## src/hdl/gpio_ab_pkg.sv

```systemverilog
package gpio_ab_pkg;
    localparam int PORT_WIDTH = 8;
    localparam int ADDR_WIDTH = 4;
    localparam int CHAN_WIDTH = 5;
    // byte addresses: data and direction word-aligned, pullup and key enable not
    localparam logic [ADDR_WIDTH-1:0] ADDR_PORT_A_DATA = 4'h0;
    localparam logic [ADDR_WIDTH-1:0] ADDR_PORT_B_DATA = 4'h4;
    localparam logic [ADDR_WIDTH-1:0] ADDR_PORT_A_DIR = 4'h8;
    localparam logic [ADDR_WIDTH-1:0] ADDR_PORT_B_DIR = 4'hC;
    localparam logic [ADDR_WIDTH-1:0] ADDR_PORT_A_PULLUP = 4'h1;
    localparam logic [ADDR_WIDTH-1:0] ADDR_KEY_ENABLE = 4'h5;
    localparam logic [7:0] DIR_RESET = 8'h00;
    localparam logic [7:0] PULLUP_RESET = 8'h00;
    localparam logic [7:0] KEY_RESET = 8'h00;
    localparam logic [7:0] ZERO_BYTE = 8'h00;
    localparam logic [31:0] UNMAPPED_READ = 32'h0000_0000;
    // channel codes at or above this select no port B pin
    localparam logic [CHAN_WIDTH-1:0] CHAN_LIMIT = 5'h08;
endpackage : gpio_ab_pkg

```

## src/hdl/gpio_ports_a_b.sv

```systemverilog
`timescale 1ns/1ps
`default_nettype none
module gpio_ports_a_b
    import gpio_ab_pkg::*;
#(
    parameter int WIDTH = PORT_WIDTH
) (
    input wire logic ref_clk,
    input wire logic nrst,
    input wire logic wb_cyc_i,
    input wire logic wb_stb_i,
    input wire logic wb_we_i,
    input wire logic [ADDR_WIDTH-1:0] wb_adr_i,
    input wire logic [3:0] wb_sel_i,
    input wire logic [31:0] wb_dat_i,
    output logic [31:0] wb_dat_o,
    output logic wb_ack_o,
    input wire logic [WIDTH-1:0] portAIn,
    output logic [WIDTH-1:0] portAOut,
    output logic [WIDTH-1:0] portAOe,
    output logic [WIDTH-1:0] portAPullup,
    input wire logic [WIDTH-1:0] portBIn,
    output logic [WIDTH-1:0] portBOut,
    output logic [WIDTH-1:0] portBOe,
    input wire logic [CHAN_WIDTH-1:0] analog_channel_select,
    output logic [WIDTH-1:0] key_inputs,
    output logic [WIDTH-1:0] key_pin_enables
);

    ////////////////////////////////////////////////////////////////
    logic [WIDTH-1:0] port_a_data_latch, next_port_a_data_latch;
    logic [WIDTH-1:0] port_b_data_latch, next_port_b_data_latch;
    logic [WIDTH-1:0] port_a_direction, next_port_a_direction;
    logic [WIDTH-1:0] port_b_direction, next_port_b_direction;
    logic [WIDTH-1:0] port_a_pullup_enable, next_port_a_pullup_enable;
    logic [WIDTH-1:0] keyEnable, next_keyEnable;
    logic [WIDTH-1:0] pinAMeta, pinASync, pinBMeta, pinBSync;
    logic [CHAN_WIDTH-1:0] chanMeta, chanSync;
    logic [WIDTH-1:0] analogMask;
    logic [31:0] next_wb_dat_o;
    logic next_wb_ack_o;
    logic busWrite, busRead;
    // enough channel bits to name one port B pin
    localparam int CHAN_PIN_BITS = $clog2(WIDTH);

    ////////////////////////////////////////////////////////////////
    // pins and channel select come from outside: two flops first
    always_ff @(posedge ref_clk or negedge nrst) begin
        if (!nrst) begin
            pinAMeta <= '0;
            pinASync <= '0;
            pinBMeta <= '0;
            pinBSync <= '0;
            chanMeta <= CHAN_LIMIT;
            chanSync <= CHAN_LIMIT;
        end else begin
            pinAMeta <= portAIn;
            pinASync <= pinAMeta;
            pinBMeta <= portBIn;
            pinBSync <= pinBMeta;
            chanMeta <= analog_channel_select;
            chanSync <= chanMeta;
        end
    end

    always_comb begin
        analogMask = '0;
        if (chanSync < CHAN_LIMIT) begin
            analogMask[chanSync[CHAN_PIN_BITS-1:0]] = 1'b1;
        end
    end

    ////////////////////////////////////////////////////////////////
    // bus: ack one cycle after request, dropped the cycle after
    assign busWrite = wb_cyc_i && wb_stb_i && wb_we_i && !wb_ack_o && wb_sel_i[0];
    assign busRead = wb_cyc_i && wb_stb_i && !wb_we_i && !wb_ack_o;

    always_comb begin
        next_port_a_data_latch = port_a_data_latch;
        next_port_b_data_latch = port_b_data_latch;
        next_port_a_direction = port_a_direction;
        next_port_b_direction = port_b_direction;
        next_port_a_pullup_enable = port_a_pullup_enable;
        next_keyEnable = keyEnable;
        next_wb_ack_o = wb_cyc_i && wb_stb_i && !wb_ack_o;
        next_wb_dat_o = UNMAPPED_READ;
        if (busWrite) begin
            unique case (wb_adr_i)
                ADDR_PORT_A_DATA: next_port_a_data_latch = wb_dat_i[WIDTH-1:0];
                ADDR_PORT_B_DATA: next_port_b_data_latch = wb_dat_i[WIDTH-1:0];
                ADDR_PORT_A_DIR: next_port_a_direction = wb_dat_i[WIDTH-1:0];
                ADDR_PORT_B_DIR: next_port_b_direction = wb_dat_i[WIDTH-1:0];
                ADDR_PORT_A_PULLUP: next_port_a_pullup_enable = wb_dat_i[WIDTH-1:0];
                ADDR_KEY_ENABLE: next_keyEnable = wb_dat_i[WIDTH-1:0];
                default: ;
            endcase
        end
        if (busRead) begin
            unique case (wb_adr_i)
                // mix latch and pin per direction bit
                ADDR_PORT_A_DATA: next_wb_dat_o[WIDTH-1:0] =
                    (port_a_direction & port_a_data_latch) | (~port_a_direction & pinASync);
                ADDR_PORT_B_DATA: next_wb_dat_o[WIDTH-1:0] =
                    (port_b_direction & port_b_data_latch) | (~port_b_direction & pinBSync);
                ADDR_PORT_A_DIR: next_wb_dat_o[WIDTH-1:0] = port_a_direction;
                ADDR_PORT_B_DIR: next_wb_dat_o[WIDTH-1:0] = port_b_direction;
                ADDR_PORT_A_PULLUP: next_wb_dat_o[WIDTH-1:0] = port_a_pullup_enable;
                ADDR_KEY_ENABLE: next_wb_dat_o[WIDTH-1:0] = keyEnable;
                default: next_wb_dat_o = UNMAPPED_READ;
            endcase
        end
    end

    // latches have no reset: their contents survive a reset
    always_ff @(posedge ref_clk) begin
        port_a_data_latch <= next_port_a_data_latch;
        port_b_data_latch <= next_port_b_data_latch;
    end

    always_ff @(posedge ref_clk or negedge nrst) begin
        if (!nrst) begin
            port_a_direction <= DIR_RESET;
            port_b_direction <= DIR_RESET;
            port_a_pullup_enable <= PULLUP_RESET;
            keyEnable <= KEY_RESET;
            wb_ack_o <= 1'b0;
            wb_dat_o <= UNMAPPED_READ;
        end else begin
            port_a_direction <= next_port_a_direction;
            port_b_direction <= next_port_b_direction;
            port_a_pullup_enable <= next_port_a_pullup_enable;
            keyEnable <= next_keyEnable;
            wb_ack_o <= next_wb_ack_o;
            wb_dat_o <= next_wb_dat_o;
        end
    end

    ////////////////////////////////////////////////////////////////
    // pin outputs registered; latch is X until first write, so the
    // drive data is masked by the enable to keep outputs defined
    always_ff @(posedge ref_clk or negedge nrst) begin
        if (!nrst) begin
            portAOe <= '0;
            portAOut <= '0;
            portAPullup <= '0;
            portBOe <= '0;
            portBOut <= '0;
            key_inputs <= '0;
            key_pin_enables <= '0;
        end else begin
            portAOe <= port_a_direction;
            portAOut <= port_a_direction & port_a_data_latch;
            portAPullup <= port_a_pullup_enable & ~port_a_direction;
            portBOe <= port_b_direction & ~analogMask;
            portBOut <= port_b_direction & ~analogMask & port_b_data_latch;
            key_inputs <= keyEnable & pinASync;
            key_pin_enables <= keyEnable;
        end
    end

    ////////////////////////////////////////////////////////////////
    // latches start unknown, so checks that read them only look where direction masks them
    // or after a write has loaded them
    property p_dir_a_reset;
        @(posedge ref_clk) $rose(nrst) |-> portAOe == ZERO_BYTE;
    endproperty
    a_dir_a_reset: assert property (p_dir_a_reset)
        else $error("port A enables not clear after reset");

    property p_dir_b_reset;
        @(posedge ref_clk) $rose(nrst) |-> portBOe == ZERO_BYTE;
    endproperty
    a_dir_b_reset: assert property (p_dir_b_reset)
        else $error("port B enables not clear after reset");

    property p_pullup_reset;
        @(posedge ref_clk) $rose(nrst) |-> portAPullup == ZERO_BYTE;
    endproperty
    a_pullup_reset: assert property (p_pullup_reset)
        else $error("port A pullups not clear after reset");

    property p_oe_follows;
        @(posedge ref_clk) disable iff (!nrst) ##1 portAOe == $past(port_a_direction);
    endproperty
    a_oe_follows: assert property (p_oe_follows)
        else $error("port A enable not following direction");

    property p_out_a;
        @(posedge ref_clk) disable iff (!nrst)
        ##1 portAOut == ($past(port_a_direction) & $past(port_a_data_latch));
    endproperty
    a_out_a: assert property (p_out_a)
        else $error("port A drive data wrong");

    property p_pullup_off;
        @(posedge ref_clk) disable iff (!nrst) (portAPullup & portAOe) == ZERO_BYTE;
    endproperty
    a_pullup_off: assert property (p_pullup_off)
        else $error("pullup on while output");

    property p_pullup_on;
        @(posedge ref_clk) disable iff (!nrst)
        ##1 portAPullup == ($past(port_a_pullup_enable) & ~$past(port_a_direction));
    endproperty
    a_pullup_on: assert property (p_pullup_on)
        else $error("pullup not following enable");

    property p_dir_a_write;
        @(posedge ref_clk) disable iff (!nrst)
        busWrite && wb_adr_i == ADDR_PORT_A_DIR |=>
            port_a_direction == $past(wb_dat_i[WIDTH-1:0]);
    endproperty
    a_dir_a_write: assert property (p_dir_a_write)
        else $error("port A direction not written");

    property p_read_a;
        @(posedge ref_clk) disable iff (!nrst)
        busRead && wb_adr_i == ADDR_PORT_A_DATA |=> wb_ack_o && wb_dat_o[WIDTH-1:0] ==
            (($past(port_a_direction) & $past(port_a_data_latch))
            | (~$past(port_a_direction) & $past(pinASync)));
    endproperty
    a_read_a: assert property (p_read_a)
        else $error("port A read mismatch");

    property p_write_a;
        @(posedge ref_clk) disable iff (!nrst)
        busWrite && wb_adr_i == ADDR_PORT_A_DATA |=>
            port_a_data_latch == $past(wb_dat_i[WIDTH-1:0]);
    endproperty
    a_write_a: assert property (p_write_a)
        else $error("port A latch not written");

    property p_write_b;
        @(posedge ref_clk) disable iff (!nrst)
        busWrite && wb_adr_i == ADDR_PORT_B_DATA |=>
            port_b_data_latch == $past(wb_dat_i[WIDTH-1:0]);
    endproperty
    a_write_b: assert property (p_write_b)
        else $error("port B latch not written");

    property p_dir_b_write;
        @(posedge ref_clk) disable iff (!nrst)
        busWrite && wb_adr_i == ADDR_PORT_B_DIR |=>
            port_b_direction == $past(wb_dat_i[WIDTH-1:0]);
    endproperty
    a_dir_b_write: assert property (p_dir_b_write)
        else $error("port B direction not written");

    property p_read_b;
        @(posedge ref_clk) disable iff (!nrst)
        busRead && wb_adr_i == ADDR_PORT_B_DATA |=> wb_ack_o && wb_dat_o[WIDTH-1:0] ==
            (($past(port_b_direction) & $past(port_b_data_latch))
            | (~$past(port_b_direction) & $past(pinBSync)));
    endproperty
    a_read_b: assert property (p_read_b)
        else $error("port B read mismatch");

    property p_oe_b;
        @(posedge ref_clk) disable iff (!nrst)
        ##1 portBOe == ($past(port_b_direction) & ~$past(analogMask));
    endproperty
    a_oe_b: assert property (p_oe_b)
        else $error("port B enable wrong");

    property p_analog_input;
        @(posedge ref_clk) disable iff (!nrst) ##1 ($past(analogMask) & portBOe) == ZERO_BYTE;
    endproperty
    a_analog_input: assert property (p_analog_input)
        else $error("analog pin driven");

    property p_out_b;
        @(posedge ref_clk) disable iff (!nrst)
        ##1 portBOut == ($past(port_b_direction) & ~$past(analogMask) & $past(port_b_data_latch));
    endproperty
    a_out_b: assert property (p_out_b)
        else $error("port B drive data wrong");

    property p_key;
        @(posedge ref_clk) disable iff (!nrst) (key_inputs & ~key_pin_enables) == ZERO_BYTE;
    endproperty
    a_key: assert property (p_key)
        else $error("key input passed while disabled");

    property p_key_pass;
        @(posedge ref_clk) disable iff (!nrst)
        ##1 key_inputs == ($past(keyEnable) & $past(pinASync));
    endproperty
    a_key_pass: assert property (p_key_pass)
        else $error("key input not following pin");

    property p_ack_req;
        @(posedge ref_clk) disable iff (!nrst) wb_cyc_i && wb_stb_i && !wb_ack_o |=> wb_ack_o;
    endproperty
    a_ack_req: assert property (p_ack_req)
        else $error("request not acknowledged");

    property p_ack_pulse;
        @(posedge ref_clk) disable iff (!nrst) wb_ack_o |=> !wb_ack_o;
    endproperty
    a_ack_pulse: assert property (p_ack_pulse)
        else $error("ack longer than one cycle");

    property p_dat_idle;
        @(posedge ref_clk) disable iff (!nrst) !busRead |=> wb_dat_o == UNMAPPED_READ;
    endproperty
    a_dat_idle: assert property (p_dat_idle)
        else $error("read data not cleared");

endmodule : gpio_ports_a_b
`default_nettype wire

```

## config.mk

```make
export PLATFORM = sky130hd
export DESIGN_NAME = gpio_ports_a_b
export DESIGN_NICKNAME = d
export VERILOG_FILES = /design/src/hdl/gpio_ab_pkg.sv /design/src/hdl/gpio_ports_a_b.sv
export SDC_FILE = /design/constraint.sdc
export NUM_CORES = 1
export LEC_CHECK = 0
export BUFFER_PORTS_ARGS = -buffer_cell sky130_fd_sc_hd__buf_2
export CORE_ASPECT_RATIO = 1.75
export CORE_MARGIN = 2
export CORE_UTILIZATION = 25
export DETAILED_ROUTE_END_ITERATION = 10
export MAX_ROUTING_LAYER = met4
export SLEW_MARGIN = 5
export SYNTH_ARGS = -nofsm -noshare
export SYNTH_HDL_FRONTEND = slang
export SYNTH_SLANG_ARGS = --single-unit
```

## constraint.sdc

```tcl
create_clock -name ref_clk -period 5.1 [get_ports ref_clk]
set_input_delay 0.51 -clock ref_clk [delete_from_list [all_inputs] [get_ports ref_clk]]
set_output_delay 0.51 -clock ref_clk [all_outputs]
set_load 0.005 [all_outputs]
```

==> results of run 1 <==
[worst max-delay path by stage]
stage	start	endpoint	slack, ns	cells after the start
5_1_grt	wb_ack_o	port_a_data_latch[4]	2.32	5
4_1_cts	wb_ack_o	port_a_data_latch[4]	2.43	5
2_1_floorplan	wb_adr_i[3]	port_b_data_latch[0]	2.91	3
3_5_place_dp	wb_adr_i[3]	port_a_data_latch[4]	2.21	5
6_report	wb_ack_o	port_a_data_latch[4]	2.41	5
3_3_place_gp	wb_adr_i[3]	port_a_data_latch[2]	2.20	5
[cell families after synthesis]
logic type	Yosys count	share of synthesized area (%)
compound gates	49	5.51
buf+inv	36	4.30
flops	155	71.2
mux	39	7.87
other cells	1	0.0674
simple gates	98	11.0
[cell usage after synthesis (all sizes together) (2+ instances only)]
library cell / count / area share, %
edfxtp: 16 / 8.6
nor2b: 14 / 1.6
nor4: 2 / 0.50
nand2b: 15 / 2.0
nand3b: 2 / 0.27
a21oi: 5 / 0.45
nor2: 15 / 1.0
mux2: 38 / 7.7
dfrtp: 137 / 62
buf: 31 / 4.0
nand3: 6 / 0.94
inv: 2 / 0.14
o21a: 4 / 0.54
a22oi: 5 / 0.67
dfstp: 2 / 0.94
nor3: 3 / 0.67
nand2: 13 / 0.88
clkbuf: 3 / 0.20
o31a: 2 / 0.32
o21ai: 22 / 2.0
o311ai: 2 / 0.32
and3: 2 / 0.22
a31oi: 3 / 0.34
and2: 22 / 2.5
[layout make-up]
cell class                 count  area [sq um]
clock buffer                  22           495
clock inverter                10           104
fill                        2265         15000
inverter                       2          7.51
multi-input combinational    210          1450
sequential                   155          3960
tap                          296           370
timing repair buffer         106           544
[critical path, cell delays in order (launching register included)]
cell and delay, ns:
dfrtp_1 0.37, and3b_1 0.32, and3_1 0.29, nand2_1 0.07, nor3_1 1.02, buf_4 0.32
[per-layer routing]
layer  part of all wire [%]  track usage (%)  up-vias
met3                    5.1             3.58       21
met4                    2.8             6.13        0
met1                     36             13.0     1642
li1                       -                -     1478
met5                      0                -        -
met2                     56             21.8      104
[cell usage in the layout (no fill, tap or decap), types with 2 or more instances in the layout]
cell,instances
conb_1,24
dfrtp_1,137
buf_2,102
nand3_1,3
edfxtp_1,16
clkbuf_8,3
clkinv_4,3
a21oi_1,5
clkinvlp_4,2
inv_1,2
inv_6,3
buf_4,3
o21a_1,4
o21ai_0,22
mux2_2,37
nand2b_1,13
o31a_1,2
nand3b_1,2
nor2_1,15
nand2_1,13
dfstp_2,2
a31oi_1,3
a22oi_1,5
and3_1,2
nand2b_4,2
and2_1,22
o311ai_0,2
nor2b_1,14
nand3_2,2
nor3_4,2
clkbuf_16,18
[state kept, by name, indices dropped and copies added (netlist names)]
name                  cells
pinBMeta                  8
key_pin_enables           8
portBOe                   8
portAOe                   8
port_b_data_latch         8
port_b_direction          8
pinASync                  8
portBOut                  8
wb_ack_o                  1
wb_dat_o                  8
portAPullup               8
chanSync                  5
portAOut                  8
port_a_data_latch         8
keyEnable                 8
pinAMeta                  8
port_a_direction          8
port_a_pullup_enable      8
key_inputs                8
chanMeta                  5
pinBSync                  8
[per-stage QoR]
step / instances / power (mW) / hold slack, ns / instance area [sq um] / setup WS, ns
4_1_cts: 801 / 2.80 / 0.162 / 6940 / 2.43
6_report: 801 / 2.76 / 0.185 / 6940 / 2.41
2_1_floorplan: 401 / 1.44 / 0.214 / 5650 / 2.91
3_3_place_gp: 769 / 1.52 / 0.333 / 6340 / 2.20
5_1_grt: 801 / 2.88 / 0.159 / 6940 / 2.32
3_5_place_dp: 769 / 1.53 / 0.335 / 6340 / 2.21
[power groups by stage]
stage               sequential, mW  combinational (mW)  clock (mW)
finish                        1.34               0.157        1.26
global route                  1.35               0.178        1.35
CTS                           1.34               0.162        1.30
detailed placement            1.37               0.161           0
global placement              1.37               0.158           0
floorplan                     1.36              0.0840           0
==> run summary, run 1 <==
status: completed
Avg Synthesized Cell Area: 14.7 sq um
global router's overall resource usage: 12.7%
worst hold path type: input port to flip-flop
initial antenna violation count: 0
Critical Path AT: 2.82 ns
layout cells sized above 1: 36.8%
Root Buffer: clkbuf_16
Critical Path Fanout Max: 5
Fmax achieved: 371 MHz
switching share of power: 23.0%
Core ar.: 22000 sq um
cells on worst reg2reg path: 5
IO Port Bufs: 103
# clock sinks: 155
Post-Syn Area: 5560 sq um
r2r endpoint: port_a_data_latch[4]
number of enable flip-flop cells after synthesis: 16
post-synthesis sequential area ratio: 71.2%
Final setup viols: 0
CP endpoint kind: flip-flop
final WL: 13.3 mm
GR Overflow Total: 0
Critical R2R Launch: wb_ack_o
critical path class: flip-flop to flip-flop
Slew headroom: 10.0%
worst-case clock buffer depth: 2
Hold Fails Final Rpt: 0
Worst IR Drop VDD: 0.213 mV
DRT iter0 DRCs: 164
Reg clk slew, reported paths: 0.06 ns
Static Leak: 3.37 nW
Antenna Cells: 0
Final Cycle Share: 52.8%
Ports: 155
gpl congestion: 0.782
Switching Power: 633 uW
RSZ-0062 raised after global routing: no
Worst setup SP type: flip-flop
flops & latches, synth: 155
Internal Power: 2.12 mW
Post-CTS Setup Bufs: 0
post-DP HPWL: 9.13 mm
Die Span Y: 201 microns
first-pass GRT wire length: 20.7 mm
DR DRC count: 0
Setup Skew: 0.00594 ns
hold buffers post-CTS: 0
WHS Path Cells: 1
Clk pwr share: 45.6%
hold wc startpoint: analog_channel_select[3]
sequential power share: 48.7%
actual slew at the worst max-slew pin: 1.34 ns
Netlist cell types: 43
post-synthesis async set-or-reset flop share: 89.7%
die area: 23500 sq um
total CTS buffers: 17
hold endpoint: chanMeta[3]
routed len/inst: 16.7 microns
PD cells: 397 nW/um^2
max-capacitance violation count: 0
CTS tree: done
synthesis warning total: 0
final setup TNS: 0 ns
Tmin final: 2.69 ns
FP Rows: 72
DRT Pass-1 Iters: 5
initial core utilization: 25.3%
largest net degree at the start of global routing: 102
Reg2Reg Setup Slack: 2.41 ns
vias in the first global route: 3480
vias per cell: 4.05
post-cts sizing count: 0
Area growth syn-to-layout: 24.7%
clk_lat worst skew: 0.42 ns
Slew Viols, Final: 0
Comb power frac: 5.7%
via count: 3245
Cells after Synth: 378
antenna-violating nets left: 0
Main synth FF type: dfrtp_1
die width: 117 microns
Core Util, Final: 31.6%
deepest level of the CTS H-tree: 4
Layout Nets: 558
CP required: 5.23 ns
No activity file was read; power rests on OpenSTA's default activity.
==> run 2: changes to the inputs <==
Clock period 5.1 ns to 2.35 ns, I/O delays scaled along.
==> run 2 against run 1 <==
Setup slack got worse by 1.9 ns. Cell area increased by 4.1%. Via count increased by 2.8%. First-iteration DRC count increased by 4.3%. Cell count increased by 4.0%. Wire length decreased by 0.40%. Critical path type unchanged. Critical endpoint is now port_a_direction[6]. Largest power group unchanged. Highest routed layer unchanged.
==> run summary, run 2 (synthesis results as in run 1) <==
status: completed
DRT Pass-1 Iters: 4 (-1)
hold buffers post-CTS: 22 (+22)
worst hold path type: input port to flip-flop
actual slew at the worst max-slew pin: 0.514 ns (-0.826 ns)
vias per cell: 4.01 (-1.1%)
Layout Nets: 589 (+5.6%)
Worst Setup EP: port_a_direction[6]
Crit. Startpoint: wb_ack_o
commonest non-fill, non-tap cell in the layout: dfrtp_1
clk_lat worst skew: 0.42 ns (about the same)
Critical Path Fanout Max: 8 (+3)
GR Overflow Total: 0 (unchanged)
Min Hold Slack: 0.0667 ns (-0.119 ns)
Area growth syn-to-layout: 29.9%
via count: 3337 (+2.8%)
setup ws final: 0.482 ns (-1.92 ns)
deepest level of the CTS H-tree: 4 (unchanged)
most frequent cells in the layout: dfrtp_1 (137), buf_2 (102), mux2_2 (37)
Multi-input gate area: 1450 sq um (unchanged)
DRT iter0 DRCs: 171 (+4.3%)
met1 GRT Util: 12.3% (-0.70 points)
routed len/inst: 15.9 microns (-4.2%)
WP depth: 4 (-1)
CP cell instances: and3b_1 -> and3_1 -> nand3_2 -> mux2_2
Core Util, Final: 32.9% (+1.3 points)
antenna-violating nets left: 0 (unchanged)
post-cts sizing count: 0 (unchanged)
# clock sinks: 155 (unchanged)
DR DRC count: 0 (unchanged)
total CTS buffers: 17 (unchanged)
CP delay by family, top: simple AND/OR/NAND/NOR gates
met3 Usage GRT: 3.61% (+0.030 points)
cells on worst reg2reg path: 4 (-1)
Ports: 155 (unchanged)
final setup TNS: 0 ns (unchanged)
Critical Path AT: 2.17 ns (-0.65 ns)
crit path max-delay cell type: mux2_2
Reg2Reg Setup Slack: 0.48 ns (-1.92 ns)
Worst setup SP type: flip-flop
vias in the first global route: 3569 (+2.6%)
die width: 117 microns (unchanged)
Worst IR Drop VDD: 0.363 mV (+70%)
Crit path largest cell delay: 0.39 ns (-0.63 ns)
Sequential Area: 3960 sq um (unchanged)
initial antenna violation count: 1 (+1)
PD cells: 829 nW/um^2 (+110%)
Core ar.: 22000 sq um (unchanged)
initial core utilization: 25.3% (unchanged)
Final setup viols: 0 (unchanged)
die area: 23500 sq um (unchanged)
global router's overall resource usage: 12.5% (-0.17 points)
IO Port Bufs: 103 (unchanged)
Slew Viols, Final: 0 (unchanged)
CP required: 2.65 ns (-2.58 ns)
max-capacitance violation count: 0 (unchanged)
Slew headroom: 65.8% (+56 points)
CP endpoint kind: flip-flop
CTS tree: done
Hold Fails Final Rpt: 0 (unchanged)
Reg clk slew, reported paths: 0.06 ns (about the same)
Fmax achieved: 535 MHz (+44%)
Place WS: 0.452 ns (-1.76 ns)
# fillers: 2239 (-1.1%)
Setup Skew: 0.00957 ns (+0.00363 ns)
grt met2 use: 22.5% (+0.76 points)
post-DP HPWL: 9.80 mm (+7.4%)
first-pass GRT wire length: 20.5 mm (-1.1%)
Root Buffer: clkbuf_16
Tmin final: 1.87 ns (-0.826 ns)
Post-CTS Setup Bufs: 0 (unchanged)
WHS Path Cells: 1 (unchanged)
final WL: 13.3 mm (-0.40%)
Static Leak: 3.50 nW (+3.9%)
layout cells sized above 1: 36.2% (-0.64 points)
GR peak layer: met2
Critical R2R Launch: wb_ack_o
r2r endpoint: port_a_direction[6]
gpl congestion: 0.800 (+2.2%)
largest net degree at the start of global routing: 62 (-39%)
Final Cycle Share: 79.5% (+27 points)
Die Span Y: 201 microns (unchanged)
critical path class: flip-flop to flip-flop
FP Rows: 72 (unchanged)
RSZ-0062 raised after global routing: no
worst-case clock buffer depth: 2 (unchanged)
buffers and inverters on the worst path: 0 (-1)
## run 2: through the flow
stage | area, sq um | power, mW | std cells
final | 7220 | 5.99 | 833
after global routing | 7220 | 6.26 | 833
after CTS | 7220 | 6.09 | 832
after detailed placement | 6420 | 3.32 | 778
after global placement | 6420 | 3.32 | 778
after floorplan | 5650 | 3.13 | 401
## run 2: where the power goes
part           total (mW)  switching, mW  internal, mW
clock                2.70           1.10          1.60
sequential           2.91         0.0746          2.84
combinational       0.376          0.201         0.175
## run 2: worst min-delay path by stage
stage | start | slack, ns | endpoint
2_1_floorplan | nrst | -0.06 | chanMeta[0]
3_3_place_gp | nrst | 0.22 | key_inputs[6]
3_5_place_dp | nrst | 0.23 | key_inputs[6]
4_1_cts | wb_dat_i[0] | 0.05 | port_a_data_latch[0]
5_1_grt | wb_dat_i[6] | 0.06 | port_b_data_latch[6]
6_report | wb_dat_i[0] | 0.07 | port_a_data_latch[0]
## run 2: area by class of cell
class / instances / share of cell area, %
antenna: 1 / 0.0346
clock buffer: 19 / 6.13
clock inverter: 13 / 1.96
inverter: 2 / 0.104
multi-input combinational: 210 / 20.1
sequential: 155 / 54.8
tap: 296 / 5.13
timing repair buffer: 137 / 11.7
## run 2: layer usage
metal	up-vias	share of wire, %
li1	1550	-
met1	1662	35
met2	107	58
met3	18	5.4
met4	0	1.8
met5	-	0
